## src/design/abcr_pkg.sv

```systemverilog
// constants, field layout and carrier types of the pair b control bank
package abcr_pkg;
  // register addresses
  localparam logic [6:0] ADDR_MODE_ONE = 7'h0d;
  localparam logic [6:0] ADDR_MODE_TWO = 7'h0e;
  localparam logic [6:0] ADDR_POWER = 7'h10;
  localparam logic [6:0] ADDR_INPUT_SEL = 7'h12;
  localparam logic [6:0] ADDR_MIC_GAIN = 7'h13;
  localparam logic [6:0] ADDR_OUT_FORMAT = 7'h14;
  localparam logic [6:0] ADDR_FILTER_SEL = 7'h15;
  localparam logic [6:0] ADDR_INIT_LEN = 7'h16;
  localparam logic [6:0] ADDR_VOL_MODE = 7'h17;
  localparam logic [6:0] ADDR_LEFT_VOL = 7'h18;
  localparam logic [6:0] ADDR_RIGHT_VOL = 7'h19;
  localparam logic [6:0] ADDR_TIMERS = 7'h1a;
  localparam logic [6:0] ADDR_RECOV_REF = 7'h1b;
  localparam logic [6:0] ADDR_LEVEL_CTRL = 7'h1c;
  localparam int REG_COUNT = 32;
  // reset values
  localparam logic [7:0] RST_MODE_ONE = 8'h00_a0;
  localparam logic [7:0] RST_MIC_GAIN = 8'h00_01;
  localparam logic [7:0] RST_OUT_FORMAT = 8'h00_20;
  localparam logic [7:0] RST_VOL_MODE = 8'h00_01;
  localparam logic [7:0] RST_VOLUME = 8'h00_91;
  localparam logic [7:0] RST_RECOV_REF = 8'h00_e1;
  // writable bits of each register
  localparam logic [7:0] WM_MODE_ONE = 8'h00_f3;
  localparam logic [7:0] WM_MODE_TWO = 8'h00_02;
  localparam logic [7:0] WM_POWER = 8'h00_03;
  localparam logic [7:0] WM_INPUT_SEL = 8'h00_7f;
  localparam logic [7:0] WM_MIC_GAIN = 8'h00_03;
  localparam logic [7:0] WM_OUT_FORMAT = 8'h00_10;
  localparam logic [7:0] WM_FILTER_SEL = 8'h00_c0;
  localparam logic [7:0] WM_INIT_LEN = 8'h00_80;
  localparam logic [7:0] WM_VOL_MODE = 8'h00_01;
  localparam logic [7:0] WM_FULL = 8'h00_ff;
  localparam logic [7:0] WM_TIMERS = 8'h00_7f;
  // unlock key patterns
  localparam logic [3:0] KEY_UNLOCK = 4'h5;
  localparam logic [3:0] KEY_LOCKED = 4'ha;
  // field positions
  localparam int POS_LINK = 0;
  localparam int POS_LIMIT_IMM = 1;
  localparam int POS_KEY = 4;
  localparam int POS_EXT_MASTER = 1;
  localparam int POS_SRC_L = 0;
  localparam int POS_SRC_R = 1;
  localparam int POS_TYPE_L = 2;
  localparam int POS_TYPE_R = 3;
  localparam int POS_BIAS = 4;
  localparam int POS_FIFTH_L = 5;
  localparam int POS_FIFTH_R = 6;
  localparam int POS_MIX = 4;
  localparam int POS_HPF = 6;
  localparam int POS_SHORT_INIT = 7;
  localparam int POS_VOL_DEP = 0;
  localparam int POS_WAIT_LO = 0;
  localparam int POS_ZC = 2;
  localparam int POS_WAIT_HI = 4;
  localparam int POS_RFST = 5;
  localparam int POS_LMTH = 0;
  localparam int POS_RG = 2;
  localparam int POS_LMAT = 4;
  localparam int POS_ZC_OFF = 6;
  localparam int POS_ALC_EN = 7;
  // initialization lengths, in sample periods
  localparam logic [11:0] INIT_LONG = 12'h0_c10;
  localparam logic [11:0] INIT_SHORT = 12'h0_610;
  localparam logic [1:0] HPF_SHORT_OK = 2'h3;
  // zero-crossing timeouts per code, in sample periods
  localparam logic [10:0] ZC_TMO_0 = 11'h0_80;
  localparam logic [10:0] ZC_TMO_1 = 11'h1_00;
  localparam logic [10:0] ZC_TMO_2 = 11'h2_00;
  localparam logic [10:0] ZC_TMO_3 = 11'h4_00;
  // serial control frame
  localparam logic [4:0] FRAME_BITS = 5'h10;
  localparam logic [4:0] CMD_BITS = 5'h08;
  localparam int SAMPLE_W = 16;

  // serial frame states
  typedef enum logic [3:0] {
    SER_IDLE = 4'b0001,
    SER_CMD = 4'b0010,
    SER_DATA = 4'b0100,
    SER_DONE = 4'b1000
  } abcr_ser_e;

  // analog front-end controls
  typedef struct packed {
    logic [1:0] power;
    logic [1:0] source;
    logic [1:0] fifth_input;
    logic [1:0] input_type;
    logic bias_power;
    logic [1:0] amp_gain;
    logic [1:0] highpass_select;
  } abcr_analog_s;

  // level control settings
  typedef struct packed {
    logic four_loop_link_enable;
    logic limiter_immediate_select;
    logic loop_enable;
    logic limiter_zero_cross_off;
    logic [1:0] limiter_atten_step;
    logic [1:0] recovery_gain_step;
    logic [1:0] limiter_threshold;
    logic [2:0] recovery_wait;
    logic [1:0] first_recovery_speed;
    logic [7:0] recovery_reference;
  } abcr_alc_s;

  // whole module state
  typedef struct packed {
    logic [2:0] csn_sy;
    logic [2:0] clk_sy;
    logic [2:0] dat_sy;
    logic csn_f;
    logic clk_f;
    logic dat_f;
    abcr_ser_e ser;
    logic [4:0] bit_cnt;
    logic [15:0] shift_in;
    logic [7:0] shift_out;
    logic cdto;
    logic cdto_oe;
    logic [REG_COUNT-1:0][7:0] regs;
    logic [1:0] pwr_prev;
    logic [11:0] init_cnt;
    logic ready;
    logic [1:0][7:0] eff_vol;
    logic [1:0][10:0] zc_tmr;
    logic [1:0] sign_prev;
    logic [SAMPLE_W-1:0] out_l;
    logic [SAMPLE_W-1:0] out_r;
    logic out_valid;
  } abcr_state_s;
endpackage : abcr_pkg

```

## src/design/abcr_regs.sv

```systemverilog
// pair b control register bank with serial port, init and volume timing
// Functional notes
// - link bit joins all four level loops
// - limiter select: zero-cross or immediate attenuation
// - mode two writable only with key 0101
// - external master bit gated by unlock key
// - frame clock driven once external master set, only while TDM_MASTER is high
// - per-side power bits, default powered down
// - power rise runs init, data after
// - source bits pick third or fourth input
// - fifth-input bits override third/fourth choice
// - type bits pick single-ended or differential
// - bias pin high-impedance until bias powered
// - amp gain field resets to 01
// - mix bit outputs (L+R)/2 on both
// - filter field defaults 00, long init
// - short-init bit counts only with filter 11
// - dependent mode: left volume drives both
// - volume registers reset to 91h
// - recovery wait field, default code zero
// - volume changes at zero cross or timeout
// - recovery speed 00, reference E1h default
// - level control fields all reset zero
// - reset pin low restores every default
`timescale 1ns/1ps
module abcr_regs
  import abcr_pkg::*;
(
  // clock and power-down reset
  input wire logic CLOCK,
  input wire logic RST_B,
  // serial control port pins
  input wire logic CSN_B,
  input wire logic CCLK,
  input wire logic CDTI,
  output logic CDTO,
  output logic CDTO_OE,
  // sample stream, one pulse per sample period
  input wire logic FS_TICK,
  input wire logic [SAMPLE_W-1:0] SAMPLE_L,
  input wire logic [SAMPLE_W-1:0] SAMPLE_R,
  output logic [SAMPLE_W-1:0] OUT_L,
  output logic [SAMPLE_W-1:0] OUT_R,
  output logic OUT_VALID,
  // clocking
  input wire logic TDM_MASTER,
  output logic EXT_MASTER_MODE,
  output logic FRAME_CLOCK_OE,
  // front end and level control
  output abcr_analog_s ANALOG_CTRL,
  output logic BIAS_PIN_OE,
  output logic [7:0] VOLUME_L,
  output logic [7:0] VOLUME_R,
  output abcr_alc_s ALC_CTRL
);

  // reset value of each address; unmapped ones read zero
  function automatic logic [7:0] reg_reset(input logic [6:0] a);
    unique case (a)
      ADDR_MODE_ONE: reg_reset = RST_MODE_ONE;
      ADDR_MIC_GAIN: reg_reset = RST_MIC_GAIN;
      ADDR_OUT_FORMAT: reg_reset = RST_OUT_FORMAT;
      ADDR_VOL_MODE: reg_reset = RST_VOL_MODE;
      ADDR_LEFT_VOL, ADDR_RIGHT_VOL: reg_reset = RST_VOLUME;
      ADDR_RECOV_REF: reg_reset = RST_RECOV_REF;
      default: reg_reset = 8'h00_00;
    endcase
  endfunction : reg_reset

  // writable bits; zero mask marks an unmapped address
  function automatic logic [7:0] reg_wmask(input logic [6:0] a);
    unique case (a)
      ADDR_MODE_ONE: reg_wmask = WM_MODE_ONE;
      ADDR_MODE_TWO: reg_wmask = WM_MODE_TWO;
      ADDR_POWER: reg_wmask = WM_POWER;
      ADDR_INPUT_SEL: reg_wmask = WM_INPUT_SEL;
      ADDR_MIC_GAIN: reg_wmask = WM_MIC_GAIN;
      ADDR_OUT_FORMAT: reg_wmask = WM_OUT_FORMAT;
      ADDR_FILTER_SEL: reg_wmask = WM_FILTER_SEL;
      ADDR_INIT_LEN: reg_wmask = WM_INIT_LEN;
      ADDR_VOL_MODE: reg_wmask = WM_VOL_MODE;
      ADDR_LEFT_VOL, ADDR_RIGHT_VOL: reg_wmask = WM_FULL;
      ADDR_TIMERS: reg_wmask = WM_TIMERS;
      ADDR_RECOV_REF, ADDR_LEVEL_CTRL: reg_wmask = WM_FULL;
      default: reg_wmask = 8'h00_00;
    endcase
  endfunction : reg_wmask

  // timeout length for a zero-crossing code
  function automatic logic [10:0] zc_limit(input logic [1:0] code);
    unique case (code)
      2'h0: zc_limit = ZC_TMO_0;
      2'h1: zc_limit = ZC_TMO_1;
      2'h2: zc_limit = ZC_TMO_2;
      default: zc_limit = ZC_TMO_3;
    endcase
  endfunction : zc_limit

  abcr_state_s st_r;
  abcr_state_s st_nxt;

  // decoded views of the register file
  logic [7:0] r_mode1, r_mode2, r_pwr, r_sel, r_fmt, r_flt, r_inc;
  logic [7:0] r_vol_l, r_vol_r, r_tmr, r_lvl;
  logic [3:0] key;
  logic [1:0] pwr, pwr_rise;
  logic [11:0] init_len;
  logic vol_dep, mix;
  logic [1:0][7:0] vol_target;
  logic [10:0] zc_tmo;
  logic clk_rise, clk_fall;
  logic [6:0] cmd_addr;
  logic wr_fire;
  logic [7:0] wr_data;
  logic [SAMPLE_W:0] sum;

  assign r_mode1 = st_r.regs[ADDR_MODE_ONE[4:0]];
  assign r_mode2 = st_r.regs[ADDR_MODE_TWO[4:0]];
  assign r_pwr = st_r.regs[ADDR_POWER[4:0]];
  assign r_sel = st_r.regs[ADDR_INPUT_SEL[4:0]];
  assign r_fmt = st_r.regs[ADDR_OUT_FORMAT[4:0]];
  assign r_flt = st_r.regs[ADDR_FILTER_SEL[4:0]];
  assign r_inc = st_r.regs[ADDR_INIT_LEN[4:0]];
  assign r_vol_l = st_r.regs[ADDR_LEFT_VOL[4:0]];
  assign r_vol_r = st_r.regs[ADDR_RIGHT_VOL[4:0]];
  assign r_tmr = st_r.regs[ADDR_TIMERS[4:0]];
  assign r_lvl = st_r.regs[ADDR_LEVEL_CTRL[4:0]];
  assign key = r_mode1[POS_KEY+:4];
  assign pwr = r_pwr[1:0];
  assign pwr_rise = pwr & ~st_r.pwr_prev;
  assign vol_dep = st_r.regs[ADDR_VOL_MODE[4:0]][POS_VOL_DEP];
  assign mix = r_fmt[POS_MIX];
  assign zc_tmo = zc_limit(r_tmr[POS_ZC+:2]);

  // short init only honoured with filter code 11
  assign init_len = (r_flt[POS_HPF+:2] == HPF_SHORT_OK && r_inc[POS_SHORT_INIT])
                    ? INIT_SHORT : INIT_LONG;

  // dependent mode reuses the left value without copying it across
  assign vol_target[0] = r_vol_l;
  assign vol_target[1] = vol_dep ? r_vol_l : r_vol_r;

  // edges are taken from the filtered pins, never from the first stage;
  // they read only registered stages so the next-state logic has no loop
  assign clk_rise = !st_r.clk_f && st_r.clk_sy[1] && st_r.clk_sy[2];
  assign clk_fall = st_r.clk_f && !st_r.clk_sy[1] && !st_r.clk_sy[2];
  // address sits below the write flag once the data byte is in
  assign cmd_addr = st_r.shift_in[13:7];
  assign wr_data = {st_r.shift_in[6:0], st_r.dat_f};
  assign wr_fire = st_r.ser == SER_DATA && clk_rise && !st_r.csn_f &&
                   st_r.bit_cnt == FRAME_BITS - 5'h01 &&
                   st_r.shift_in[14];
  assign sum = {SAMPLE_L[SAMPLE_W-1], SAMPLE_L} +
               {SAMPLE_R[SAMPLE_W-1], SAMPLE_R};

  // next-state logic for the whole block
  always_comb begin
    logic [6:0] wa;
    wa = cmd_addr;
    st_nxt = st_r;
    // three-stage pin capture; a change counts once stages two and three agree
    st_nxt.csn_sy = {st_r.csn_sy[1:0], CSN_B};
    st_nxt.clk_sy = {st_r.clk_sy[1:0], CCLK};
    st_nxt.dat_sy = {st_r.dat_sy[1:0], CDTI};
    if (st_r.csn_sy[1] == st_r.csn_sy[2]) begin
      st_nxt.csn_f = st_r.csn_sy[2];
    end
    if (st_r.clk_sy[1] == st_r.clk_sy[2]) begin
      st_nxt.clk_f = st_r.clk_sy[2];
    end
    if (st_r.dat_sy[1] == st_r.dat_sy[2]) begin
      st_nxt.dat_f = st_r.dat_sy[2];
    end
    // serial frame: command byte then data byte, msb first
    if (st_nxt.csn_f) begin
      st_nxt.ser = SER_IDLE;
      st_nxt.bit_cnt = 5'h00;
      st_nxt.cdto_oe = 1'b0;
    end else begin
      unique case (st_r.ser)
        SER_IDLE: begin
          st_nxt.ser = SER_CMD;
        end
        SER_CMD: begin
          if (clk_rise) begin
            st_nxt.shift_in = {st_r.shift_in[14:0], st_r.dat_f};
            st_nxt.bit_cnt = st_r.bit_cnt + 5'h01;
            if (st_r.bit_cnt == CMD_BITS - 5'h01) begin
              st_nxt.ser = SER_DATA;
              // reads of unmapped addresses return zero
              st_nxt.shift_out = (reg_wmask(wr_data[6:0]) != 8'h00_00)
                                 ? st_r.regs[wr_data[4:0]] : 8'h00_00;
              st_nxt.cdto_oe = ~st_r.shift_in[6];
            end
          end
        end
        SER_DATA: begin
          if (clk_fall && st_r.cdto_oe) begin
            st_nxt.cdto = st_r.shift_out[7];
            st_nxt.shift_out = {st_r.shift_out[6:0], 1'b0};
          end
          if (clk_rise) begin
            st_nxt.shift_in = {st_r.shift_in[14:0], st_r.dat_f};
            st_nxt.bit_cnt = st_r.bit_cnt + 5'h01;
            if (st_r.bit_cnt == FRAME_BITS - 5'h01) begin
              st_nxt.ser = SER_DONE;
            end
          end
        end
        SER_DONE: begin
          // extra clocks are ignored until the select rises
          st_nxt.cdto_oe = 1'b0;
        end
      endcase
    end
    // masked write; fixed bits keep their constant value, and an unmapped
    // address must not alias onto a mapped one through its low five bits
    if (wr_fire && reg_wmask(wa) != 8'h00_00 &&
        !(wa == ADDR_MODE_TWO && key != KEY_UNLOCK)) begin
      st_nxt.regs[wa[4:0]] = (wr_data & reg_wmask(wa)) |
                             (reg_reset(wa) & ~reg_wmask(wa));
    end
    // init cycle restarts on any power bit rise
    st_nxt.pwr_prev = pwr;
    if (pwr_rise != 2'b00) begin
      st_nxt.init_cnt = init_len;
      st_nxt.ready = 1'b0;
    end else if (pwr == 2'b00) begin
      st_nxt.ready = 1'b0;
    end else if (FS_TICK && st_r.init_cnt != 12'h0_000) begin
      st_nxt.init_cnt = st_r.init_cnt - 12'h0_001;
    end else if (st_r.init_cnt == 12'h0_000) begin
      st_nxt.ready = 1'b1;
    end
    // volume follows its target at a zero crossing or at the timeout
    for (int s = 0; s < 2; s++) begin
      if (FS_TICK) begin
        st_nxt.sign_prev[s] = (s == 0) ? SAMPLE_L[SAMPLE_W-1]
                                       : SAMPLE_R[SAMPLE_W-1];
        if (st_r.eff_vol[s] != vol_target[s]) begin
          if (st_nxt.sign_prev[s] != st_r.sign_prev[s] ||
              st_r.zc_tmr[s] + 11'h001 >= zc_tmo) begin
            st_nxt.eff_vol[s] = vol_target[s];
            st_nxt.zc_tmr[s] = 11'h000;
          end else begin
            st_nxt.zc_tmr[s] = st_r.zc_tmr[s] + 11'h001;
          end
        end else begin
          st_nxt.zc_tmr[s] = 11'h000;
        end
      end
    end
    // output data; mixing trades stereo for a single averaged channel
    st_nxt.out_valid = FS_TICK && st_r.ready;
    if (FS_TICK && st_r.ready) begin
      st_nxt.out_l = mix ? sum[SAMPLE_W:1] : SAMPLE_L;
      st_nxt.out_r = mix ? sum[SAMPLE_W:1] : SAMPLE_R;
    end
  end

  // state register; the reset pin restores every default
  always_ff @(posedge CLOCK) begin
    if (!RST_B) begin
      st_r <= '0;
      st_r.ser <= SER_IDLE;
      st_r.csn_sy <= 3'h7;
      st_r.csn_f <= 1'b1;
      // serial clock idles high; a low reset value would fake a rise
      st_r.clk_sy <= 3'h7;
      st_r.clk_f <= 1'b1;
      for (int a = 0; a < REG_COUNT; a++) begin
        st_r.regs[a] <= reg_reset(7'(a));
      end
      st_r.eff_vol <= {RST_VOLUME, RST_VOLUME};
    end else begin
      st_r <= st_nxt;
    end
  end

  // pins and controls
  assign CDTO = st_r.cdto;
  assign CDTO_OE = st_r.cdto_oe;
  assign OUT_L = st_r.out_l;
  assign OUT_R = st_r.out_r;
  assign OUT_VALID = st_r.out_valid;
  assign EXT_MASTER_MODE = r_mode2[POS_EXT_MASTER];
  assign FRAME_CLOCK_OE = TDM_MASTER & r_mode2[POS_EXT_MASTER];
  assign BIAS_PIN_OE = r_sel[POS_BIAS];
  assign VOLUME_L = st_r.eff_vol[0];
  assign VOLUME_R = st_r.eff_vol[1];

  // front-end selections straight from the registers
  assign ANALOG_CTRL.power = pwr;
  assign ANALOG_CTRL.source = {r_sel[POS_SRC_R], r_sel[POS_SRC_L]};
  assign ANALOG_CTRL.fifth_input = {r_sel[POS_FIFTH_R],
                                    r_sel[POS_FIFTH_L]};
  assign ANALOG_CTRL.input_type = {r_sel[POS_TYPE_R],
                                   r_sel[POS_TYPE_L]};
  assign ANALOG_CTRL.bias_power = r_sel[POS_BIAS];
  assign ANALOG_CTRL.amp_gain =
    st_r.regs[ADDR_MIC_GAIN[4:0]][1:0];
  assign ANALOG_CTRL.highpass_select = r_flt[POS_HPF+:2];

  // level-loop settings
  assign ALC_CTRL.four_loop_link_enable = r_mode1[POS_LINK];
  assign ALC_CTRL.limiter_immediate_select = r_mode1[POS_LIMIT_IMM];
  assign ALC_CTRL.loop_enable = r_lvl[POS_ALC_EN];
  assign ALC_CTRL.limiter_zero_cross_off = r_lvl[POS_ZC_OFF];
  assign ALC_CTRL.limiter_atten_step = r_lvl[POS_LMAT+:2];
  assign ALC_CTRL.recovery_gain_step = r_lvl[POS_RG+:2];
  assign ALC_CTRL.limiter_threshold = r_lvl[POS_LMTH+:2];
  assign ALC_CTRL.recovery_wait = {r_tmr[POS_WAIT_HI],
                                   r_tmr[POS_WAIT_LO+:2]};
  assign ALC_CTRL.first_recovery_speed = r_tmr[POS_RFST+:2];
  assign ALC_CTRL.recovery_reference =
    st_r.regs[ADDR_RECOV_REF[4:0]];
endmodule : abcr_regs

```

## config.mk

```make
export PLATFORM = sky130hd
export DESIGN_NAME = abcr_regs
export DESIGN_NICKNAME = d
export VERILOG_FILES = /design/src/design/abcr_pkg.sv /design/src/design/abcr_regs.sv
export SDC_FILE = /design/constraint.sdc
export NUM_CORES = 1
export LEC_CHECK = 0
export BUFFER_PORTS_ARGS = -buffer_cell sky130_fd_sc_hd__buf_2
export CORE_MARGIN = 5
export CORE_UTILIZATION = 50
export DETAILED_ROUTE_END_ITERATION = 8
export PLACE_DENSITY = 0.68
export REMOVE_ABC_BUFFERS = 1
export SYNTH_ARGS = -nofsm -noshare
export SYNTH_HDL_FRONTEND = slang
export SYNTH_SLANG_ARGS = --single-unit
```

## constraint.sdc

```tcl
create_clock -name CLOCK -period 5.9 [get_ports CLOCK]
set_input_delay 0.59 -clock CLOCK [delete_from_list [all_inputs] [get_ports CLOCK]]
set_output_delay 0.59 -clock CLOCK [all_outputs]
set_load 0.05 [all_outputs]
```

==> summary.txt, run 1 <==
Status
  • Outcome: complete, no violations

Synthesis
  • Sequential element share of the synthesized area: 39.8%
  • Largest family of logic cells by synthesized area: simple AND/OR/NAND/NOR gates
  • Number of synthesized flops with an enable pin: 0
  • Post-Synth Adder-Cell Area: 2.39%
  • Synth Area in Compound Gates: 11.7%
  • Yosys warns: 0
  • Post-Synth XOR/XNOR Area: 2.46%
  • Post-Synth Simple-Gate Area: 21.1%
  • Mean Syn Cell Area: 9.14 sq um
  • Synth Register Bits: 389
  • Cells after Synth: 2142
  • Ys async rst share: 0%
  • Yosys top cell area share: 39.8%
  • Synth Cell Area: 19600 sq um
  • Most used DFF post-synth: dfxtp_1
  • Synth top area cells: dfxtp_1, mux2i_1, mux4_2, nor2b_1, nand2_1
  • Area leader, netlist: dfxtp_1
  • Synth unique cells: 74
  • Mux contribution to synthesized area: 15.9%

Final layout
  • Area grow syn2layout: 8.52%
  • Layout net count: 2170
  • Layout cell share with drive strength beyond 1: 14.5%
  • Number of diodes: 0

Floorplan
  • Core ar.: 38700 sq um
  • Die height: 208 microns
  • Starting Density: 50.6%
  • Die W: 208 microns
  • Top-level I/O count: 129
  • Die area: 43200 sq um
  • Row cnt: 72

GRT
  • Largest net degree at the start of global routing: 253
  • Vias in the first global route: 14800
  • Initial antenna violation count: 0
  • Global Route Usage Sum: 22.7%
  • Grt total ovfl: 0
  • First-pass GRT wire length: 80.9 mm

Clocking
  • # Post-CTS Setup Buffers: 0
  • Clock Tree Buf Depth: 3
  • Clock root cell: clkbuf_16
  • Hold-fix buffers at CTS: 0
  • Cts repair resizes: 0
  • Clock buffer count from CTS: 43
  • CTS tree: built
  • Clk slew on worst S/H paths: 0.06 ns
  • CTS sink cnt: 389
  • Clock H-tree levels: 2
  • Worst skew pair latency: 0.58 ns

Drt
  • DR WL/cell: 19.2 microns
  • DRT iter0 DRCs: 1230
  • DRC: 0
  • Routed WL: 50.8 mm
  • Vias per inst: 5.77
  • Final ANT Viol Nets: 0
  • Via count: 15300
  • Pre-antenna DRT Iters: 6

STA
  • Final setup viols: 0
  • RSZ-0062 raised after global routing: false
  • Achievable Freq: 264 MHz
  • Final slew viol count: 0
  • Tcrit/Tclk final: 64.2%
  • Worst Clk Skew: 0.0222 ns
  • Worst-margin pin slew: 1.29 ns
  • Setup TNS: 0 ns
  • Final number of hold-violating endpoints: 0
  • Slew headroom: 13.9%
  • Post-layout min period: 3.79 ns
  • Fin worst setup slack: 2.11 ns

Pwr
  • Clock power frac: 47.0%
  • Logic pwr share: 6.1%
  • Sequential power share: 46.9%
  • Pwr per Cell Area: 267 nW/um^2
  • Sw Pwr: 1.34 mW
  • Pwr Total: 5.68 mW
  • Leak pwr: 7.88 nW
  • VDD IR max: 187 uV
  • Net Sw Frac: 23.6%
  • Int Pwr: 4.34 mW

Critical path
  • Worst R2R Start: st_r[370]
  • Critical path arrival: 4.25 ns
  • CP Launch Point: st_r[370]
  • Worst Path Max Fanout: 13
  • CP startpoint kind: register
  • Crit path kind: register to register
  • CP required: 6.37 ns
  • Critical Path End Type: register

Placement
  • Port Buffers: 128
  • Final HPWL DP: 33.2 mm
  • GPL Wtd Cong: 0.832
  • Dpl ws: 2.17 ns

Hold path
  • HP Class: input port to register
  • Beginning of the worst hold path: CDTI

Run
  • MaxCap Viol Count: 0
-- worst max-delay path, cell delays in order, from the launching register on --
cell and delay [ns]:
dfxtp_1 0.38, ha_1 0.20, and3_1 0.17, ha_1 0.14, nand4b_1 0.14, a2111o_1 0.46, nor2_1 0.83, o41ai_1 0.40
nor2_2 0.62, mux2i_1 0.28, nor2b_1 0.07
-- cell type report --
cell class	count	area, sq um
Tap cell	518	648
Sequential cell	389	7790
Timing Repair Buffer	151	836
Clock inverter	10	111
Clock buffer	65	1280
Fill cell	3515	17500
Multi-Input combinational cell	1491	10500
Inverter	19	71.3
-- cells in the mapped netlist, types with 6 or more instances --
cell type / n
a21boi_0: 54
a21o_1: 6
a21oi_1: 89
a31oi_1: 12
a32oi_1: 15
and2_1: 58
and3_1: 12
buf_1: 11
buf_2: 14
buf_4: 84
clkbuf_1: 134
dfxtp_1: 389
ha_1: 35
inv_1: 19
mux2i_1: 167
mux4_2: 63
nand2_1: 214
nand2b_1: 20
nand3_1: 92
nand3b_1: 9
nand4_1: 15
nor2_1: 107
nor2_2: 6
nor2b_1: 176
nor3_1: 34
nor3b_1: 8
nor4_1: 11
o211a_1: 6
o21a_1: 7
o21ai_0: 118
o22ai_1: 16
or2_2: 6
or3_1: 6
xnor2_1: 26
xor2_1: 29
-- power by group through the flow --
stage,Clock (mW),Sequential (mW),Combinational [mW]
finish,2.67,2.66,0.349
global route,2.84,2.67,0.381
CTS,2.73,2.66,0.349
detailed placement,0,2.72,0.348
global placement,0,2.72,0.343
floorplan,0,2.76,0.181
-- kinds of logic after synthesis --
kind of cell	after synthesis
xor gates and xnor gates	55
adders and majority gates	37
muxes	232
and+or+nand+nor	797
buffers and inverters	262
DFF	389
AOI/OAI and AO/OA	370
-- routing by layer --
layer,GRT usage (%),up-vias,part of all wire (%)
met1,30.0,7405,43
met3,3.46,81,5.8
met2,38.1,460,48
li1,-,7317,-
met5,0,-,0
met4,7.75,0,2.9
-- path summary, 6_finish.rpt --
kind              depth (start not counted)          end  slack [ns]
setup reg to reg                         10     r_tmr[2]        2.11
hold / removal                            2  st_nxt[383]        0.23
hold reg to reg                           1  st_nxt[387]        0.42
setup / recovery                         10     r_tmr[2]        2.11
-- cell usage in the layout (no fill, tap or decap), drive strengths merged, types with 6 or more instances in the layout --
cell / instances
dfxtp: 389
nand2: 214
nor2b: 176
mux2i: 167
buf: 151
o21ai: 121
nor2: 113
nand3: 92
a21oi: 89
clkbuf: 65
mux4: 63
and2: 58
a21boi: 54
nor3: 36
ha: 35
xor2: 29
xnor2: 26
inv: 22
nand2b: 20
o22ai: 16
nand4: 15
a32oi: 15
nor4: 13
a31oi: 12
and3: 12
nand3b: 9
nor3b: 8
o21a: 7
or2: 7
o211a: 6
a21o: 6
or3: 6
-- sequential cells by signal, summed over array words and instances, names as in the netlist, 8 cells and up, named ones only --
register	cells
st_r	220
OUT_L	16
OUT_R	16
ALC_CTRL	8
VOLUME_L	8
VOLUME_R	8
r_flt	8
r_fmt	8
r_inc	8
r_lvl	8
r_mode1	8
r_mode2	8
r_pwr	8
r_sel	8
r_tmr	8
r_vol_l	8
r_vol_r	8
-- per-stage QoR --
step / utilization (%) / std cells / area, sq um / hold WS [ns]
3_5_place_dp: 51.3 / 2568 / 19900 / 0.396
6_report: 54.9 / 2643 / 21300 / 0.229
4_1_cts: 54.9 / 2643 / 21300 / 0.194
5_1_grt: 54.9 / 2643 / 21300 / 0.221
2_1_floorplan: - / 1899 / 18300 / 0.386
3_3_place_gp: 51.3 / 2568 / 19900 / 0.402
Power figures use the tool's default switching activity.
==> inputs of run 2 (changes only) <==
PLACE_DENSITY = 0.7   (was 0.68)
clock period = 3.3 ns   (was 5.9 ns; I/O delays follow)
==> run 2 against run 1 <==
Against the previous run: register-to-register slack lost 1.8 ns; largest power group is now sequential cells; die area is the same; via count grew 0.86%; sequential share of layout area shrank 0.68 points; final cell count grew 1.7%; clock skew grew 0.0031 ns; worst setup slack lost 1.8 ns; combinational power grew 100%; total power grew 79%; worst hold slack lost 0.19 ns.
==> summary.txt, run 2 (synthesis results as in run 1) <==
Status
  • Outcome: complete, no violations

Drt
  • Routed WL: 50.9 mm (+0.17%)
  • Via count: 15400 (+0.86%)
  • DRT iter0 DRCs: 1318 (+7.2%)
  • DR WL/cell: 18.9 microns (-1.5%)
  • Vias per inst: 5.72 (-0.87%)
  • Pre-antenna DRT Iters: 6 (unchanged)
  • Final ANT Viol Nets: 0 (unchanged)
  • DRC: 0 (unchanged)

STA
  • Setup TNS: 0 ns (unchanged)
  • Final slew viol count: 0 (unchanged)
  • Final number of hold-violating endpoints: 0 (unchanged)
  • Slew headroom: 28.5% (+15 points)
  • RSZ-0062 raised after global routing: false
  • Tcrit/Tclk final: 91.5% (+27 points)
  • Hold Slack: 0.0393 ns (-0.190 ns)
  • Fin worst setup slack: 0.279 ns (-1.83 ns)
  • Achievable Freq: 331 MHz (+25%)
  • Post-layout min period: 3.02 ns (-0.766 ns)
  • Final setup viols: 0 (unchanged)
  • Worst Clk Skew: 0.0253 ns (+0.00310 ns)
  • Worst-margin pin slew: 1.07 ns (-0.216 ns)

Critical path
  • CP cell instances: ha_1, nand3_1, nor2_1, xor2_1, ha_1, nor2b_1, o21a_1, o21ai_0, nand2_1, o21ai_2, mux2i_1, nand2_1
  • Critical Path End Type: register
  • CP startpoint kind: register
  • Crit path kind: register to register
  • Critical path's top delay family: compound AO/OA/AOI/OAI gates
  • CP required: 3.72 ns (-2.65 ns)
  • Critical path arrival: 3.44 ns (-0.81 ns)
  • Max stage delay cell, worst path: o21ai_2
  • Crit-path max cell delay: 0.48 ns (-0.35 ns)
  • Worst Path Max Fanout: 13 (unchanged)
  • Crit path buffers/inverters: 0 (unchanged)

Clocking
  • Clock buffer count from CTS: 42 (-2.3%)
  • Clock root cell: clkbuf_16
  • CTS tree: built
  • CTS sink cnt: 389 (unchanged)
  • Worst skew pair latency: 0.57 ns (about the same)
  • Clock H-tree levels: 2 (unchanged)
  • Clk slew on worst S/H paths: 0.06 ns (about the same)
  • Clock Tree Buf Depth: 3 (unchanged)

GRT
  • Largest net degree at the start of global routing: 241 (-4.7%)
  • First-pass GRT wire length: 81.1 mm (+0.18%)
  • Grt total ovfl: 0 (unchanged)
  • Vias in the first global route: 15000 (+1.3%)
  • Initial antenna violation count: 0 (unchanged)
  • Global Route Usage Sum: 22.6% (-0.076 points)

Placement
  • Port Buffers: 128 (unchanged)
  • Dpl ws: 0.0967 ns (-2.08 ns)
  • GPL Wtd Cong: 0.865 (+4.0%)
  • Final HPWL DP: 34.2 mm (+2.9%)
  • Post-place instance area: 20200 sq um (+1.7%)
  • Placed cells: 2606 (+1.5%)

Final layout
  • Final core utilization: 55.9% (+1.0 points)
  • Design area: 21700 sq um (+1.9%)
  • Most common cell after layout, fill and taps aside: dfxtp_1
  • Max reg flops: 220 (unchanged)
  • Reg with most FFs: st_r
  • Layout net count: 2214 (+2.0%)
  • Layout cell share with drive strength beyond 1: 16.4% (+1.9 points)
  • Commonest cells after routing, fill and taps aside: dfxtp_1, nand2_1, nor2b_1, mux2i_1, buf_2
  • Area grow syn2layout: 10.6%
  • Post-Layout Cell Count: 2689 (+1.7%)

Floorplan
  • Top-level I/O count: 129 (unchanged)
  • Die W: 208 microns (unchanged)
  • Die area: 43200 sq um (unchanged)
  • Starting Density: 50.6% (unchanged)
  • Core ar.: 38700 sq um (unchanged)
  • Die height: 208 microns (unchanged)
  • Row cnt: 72 (unchanged)

Hold path
  • HP Class: input port to register

Run
  • MaxCap Viol Count: 0 (unchanged)

Pwr
  • Leak pwr: 8.12 nW (+3.0%)
  • Pwr Total: 10.2 mW (+79%)
  • Pwr per Cell Area: 471 nW/um^2 (+76%)
  • VDD IR max: 368 uV (+96%)
run 2: changes by cell type in the layout (fill, tap and decap cells not counted), moves of 2 or more:
cell / change
dlygate4sd3_1: +3
clkbuf_1: -3
buf_12: +4
buf_4: +38
clkbuf_16: -2
clkinv_2: +3
run 2: area by class of cell:
cell class	instances	area, sq um
diodes	1	2.50
flip-flops and latches	389	7790
clock inverters	16	180
fillers	3492	17100
inverters	19	71.3
well taps	518	648
clock buffers	59	1200
repair buffers	196	1230
multi-input cells	1491	10500
run 2: tightest hold or removal path, stage by stage:
cell,delay [ns]
buf_2,0.09
a21oi_1,0.06
nor2_1,0.09
run 2: path summary, 6_finish.rpt:
path	from	to	slack (ns)	cells after the start
worst max register to register	st_r[35]	VOLUME_L[0]	0.28	12
worst max-delay path	st_r[35]	VOLUME_L[0]	0.28	12
worst min-delay path	SAMPLE_L[3]	OUT_L[3]	0.04	3
worst min register to register	st_nxt[386]	st_nxt[387]	0.41	1
run 2: power by group:
group	switching [mW]	internal (mW)
clock	1.95	2.79
sequential	0.0317	4.73
combinational	0.435	0.265
total	2.42	7.78
run 2: per-layer routing:
layer	up-vias	GRT usage, %	part of all wire [%]
met3	91	4.16	6.0
met2	454	38.0	48
met4	0	6.23	2.6
met5	-	0	0
met1	7449	30.0	43
li1	7400	-	-
run 2: timing repair:
| item | CTS | global route |
|---|---|---|
| setup buffers | 0 | 4 |
| resized for setup | 0 | 3 |
| endpoints found under the setup margin | 0 | 22 |
| hold buffers | 3 | 0 |
| hold endpoints to repair | 3 | 0 |
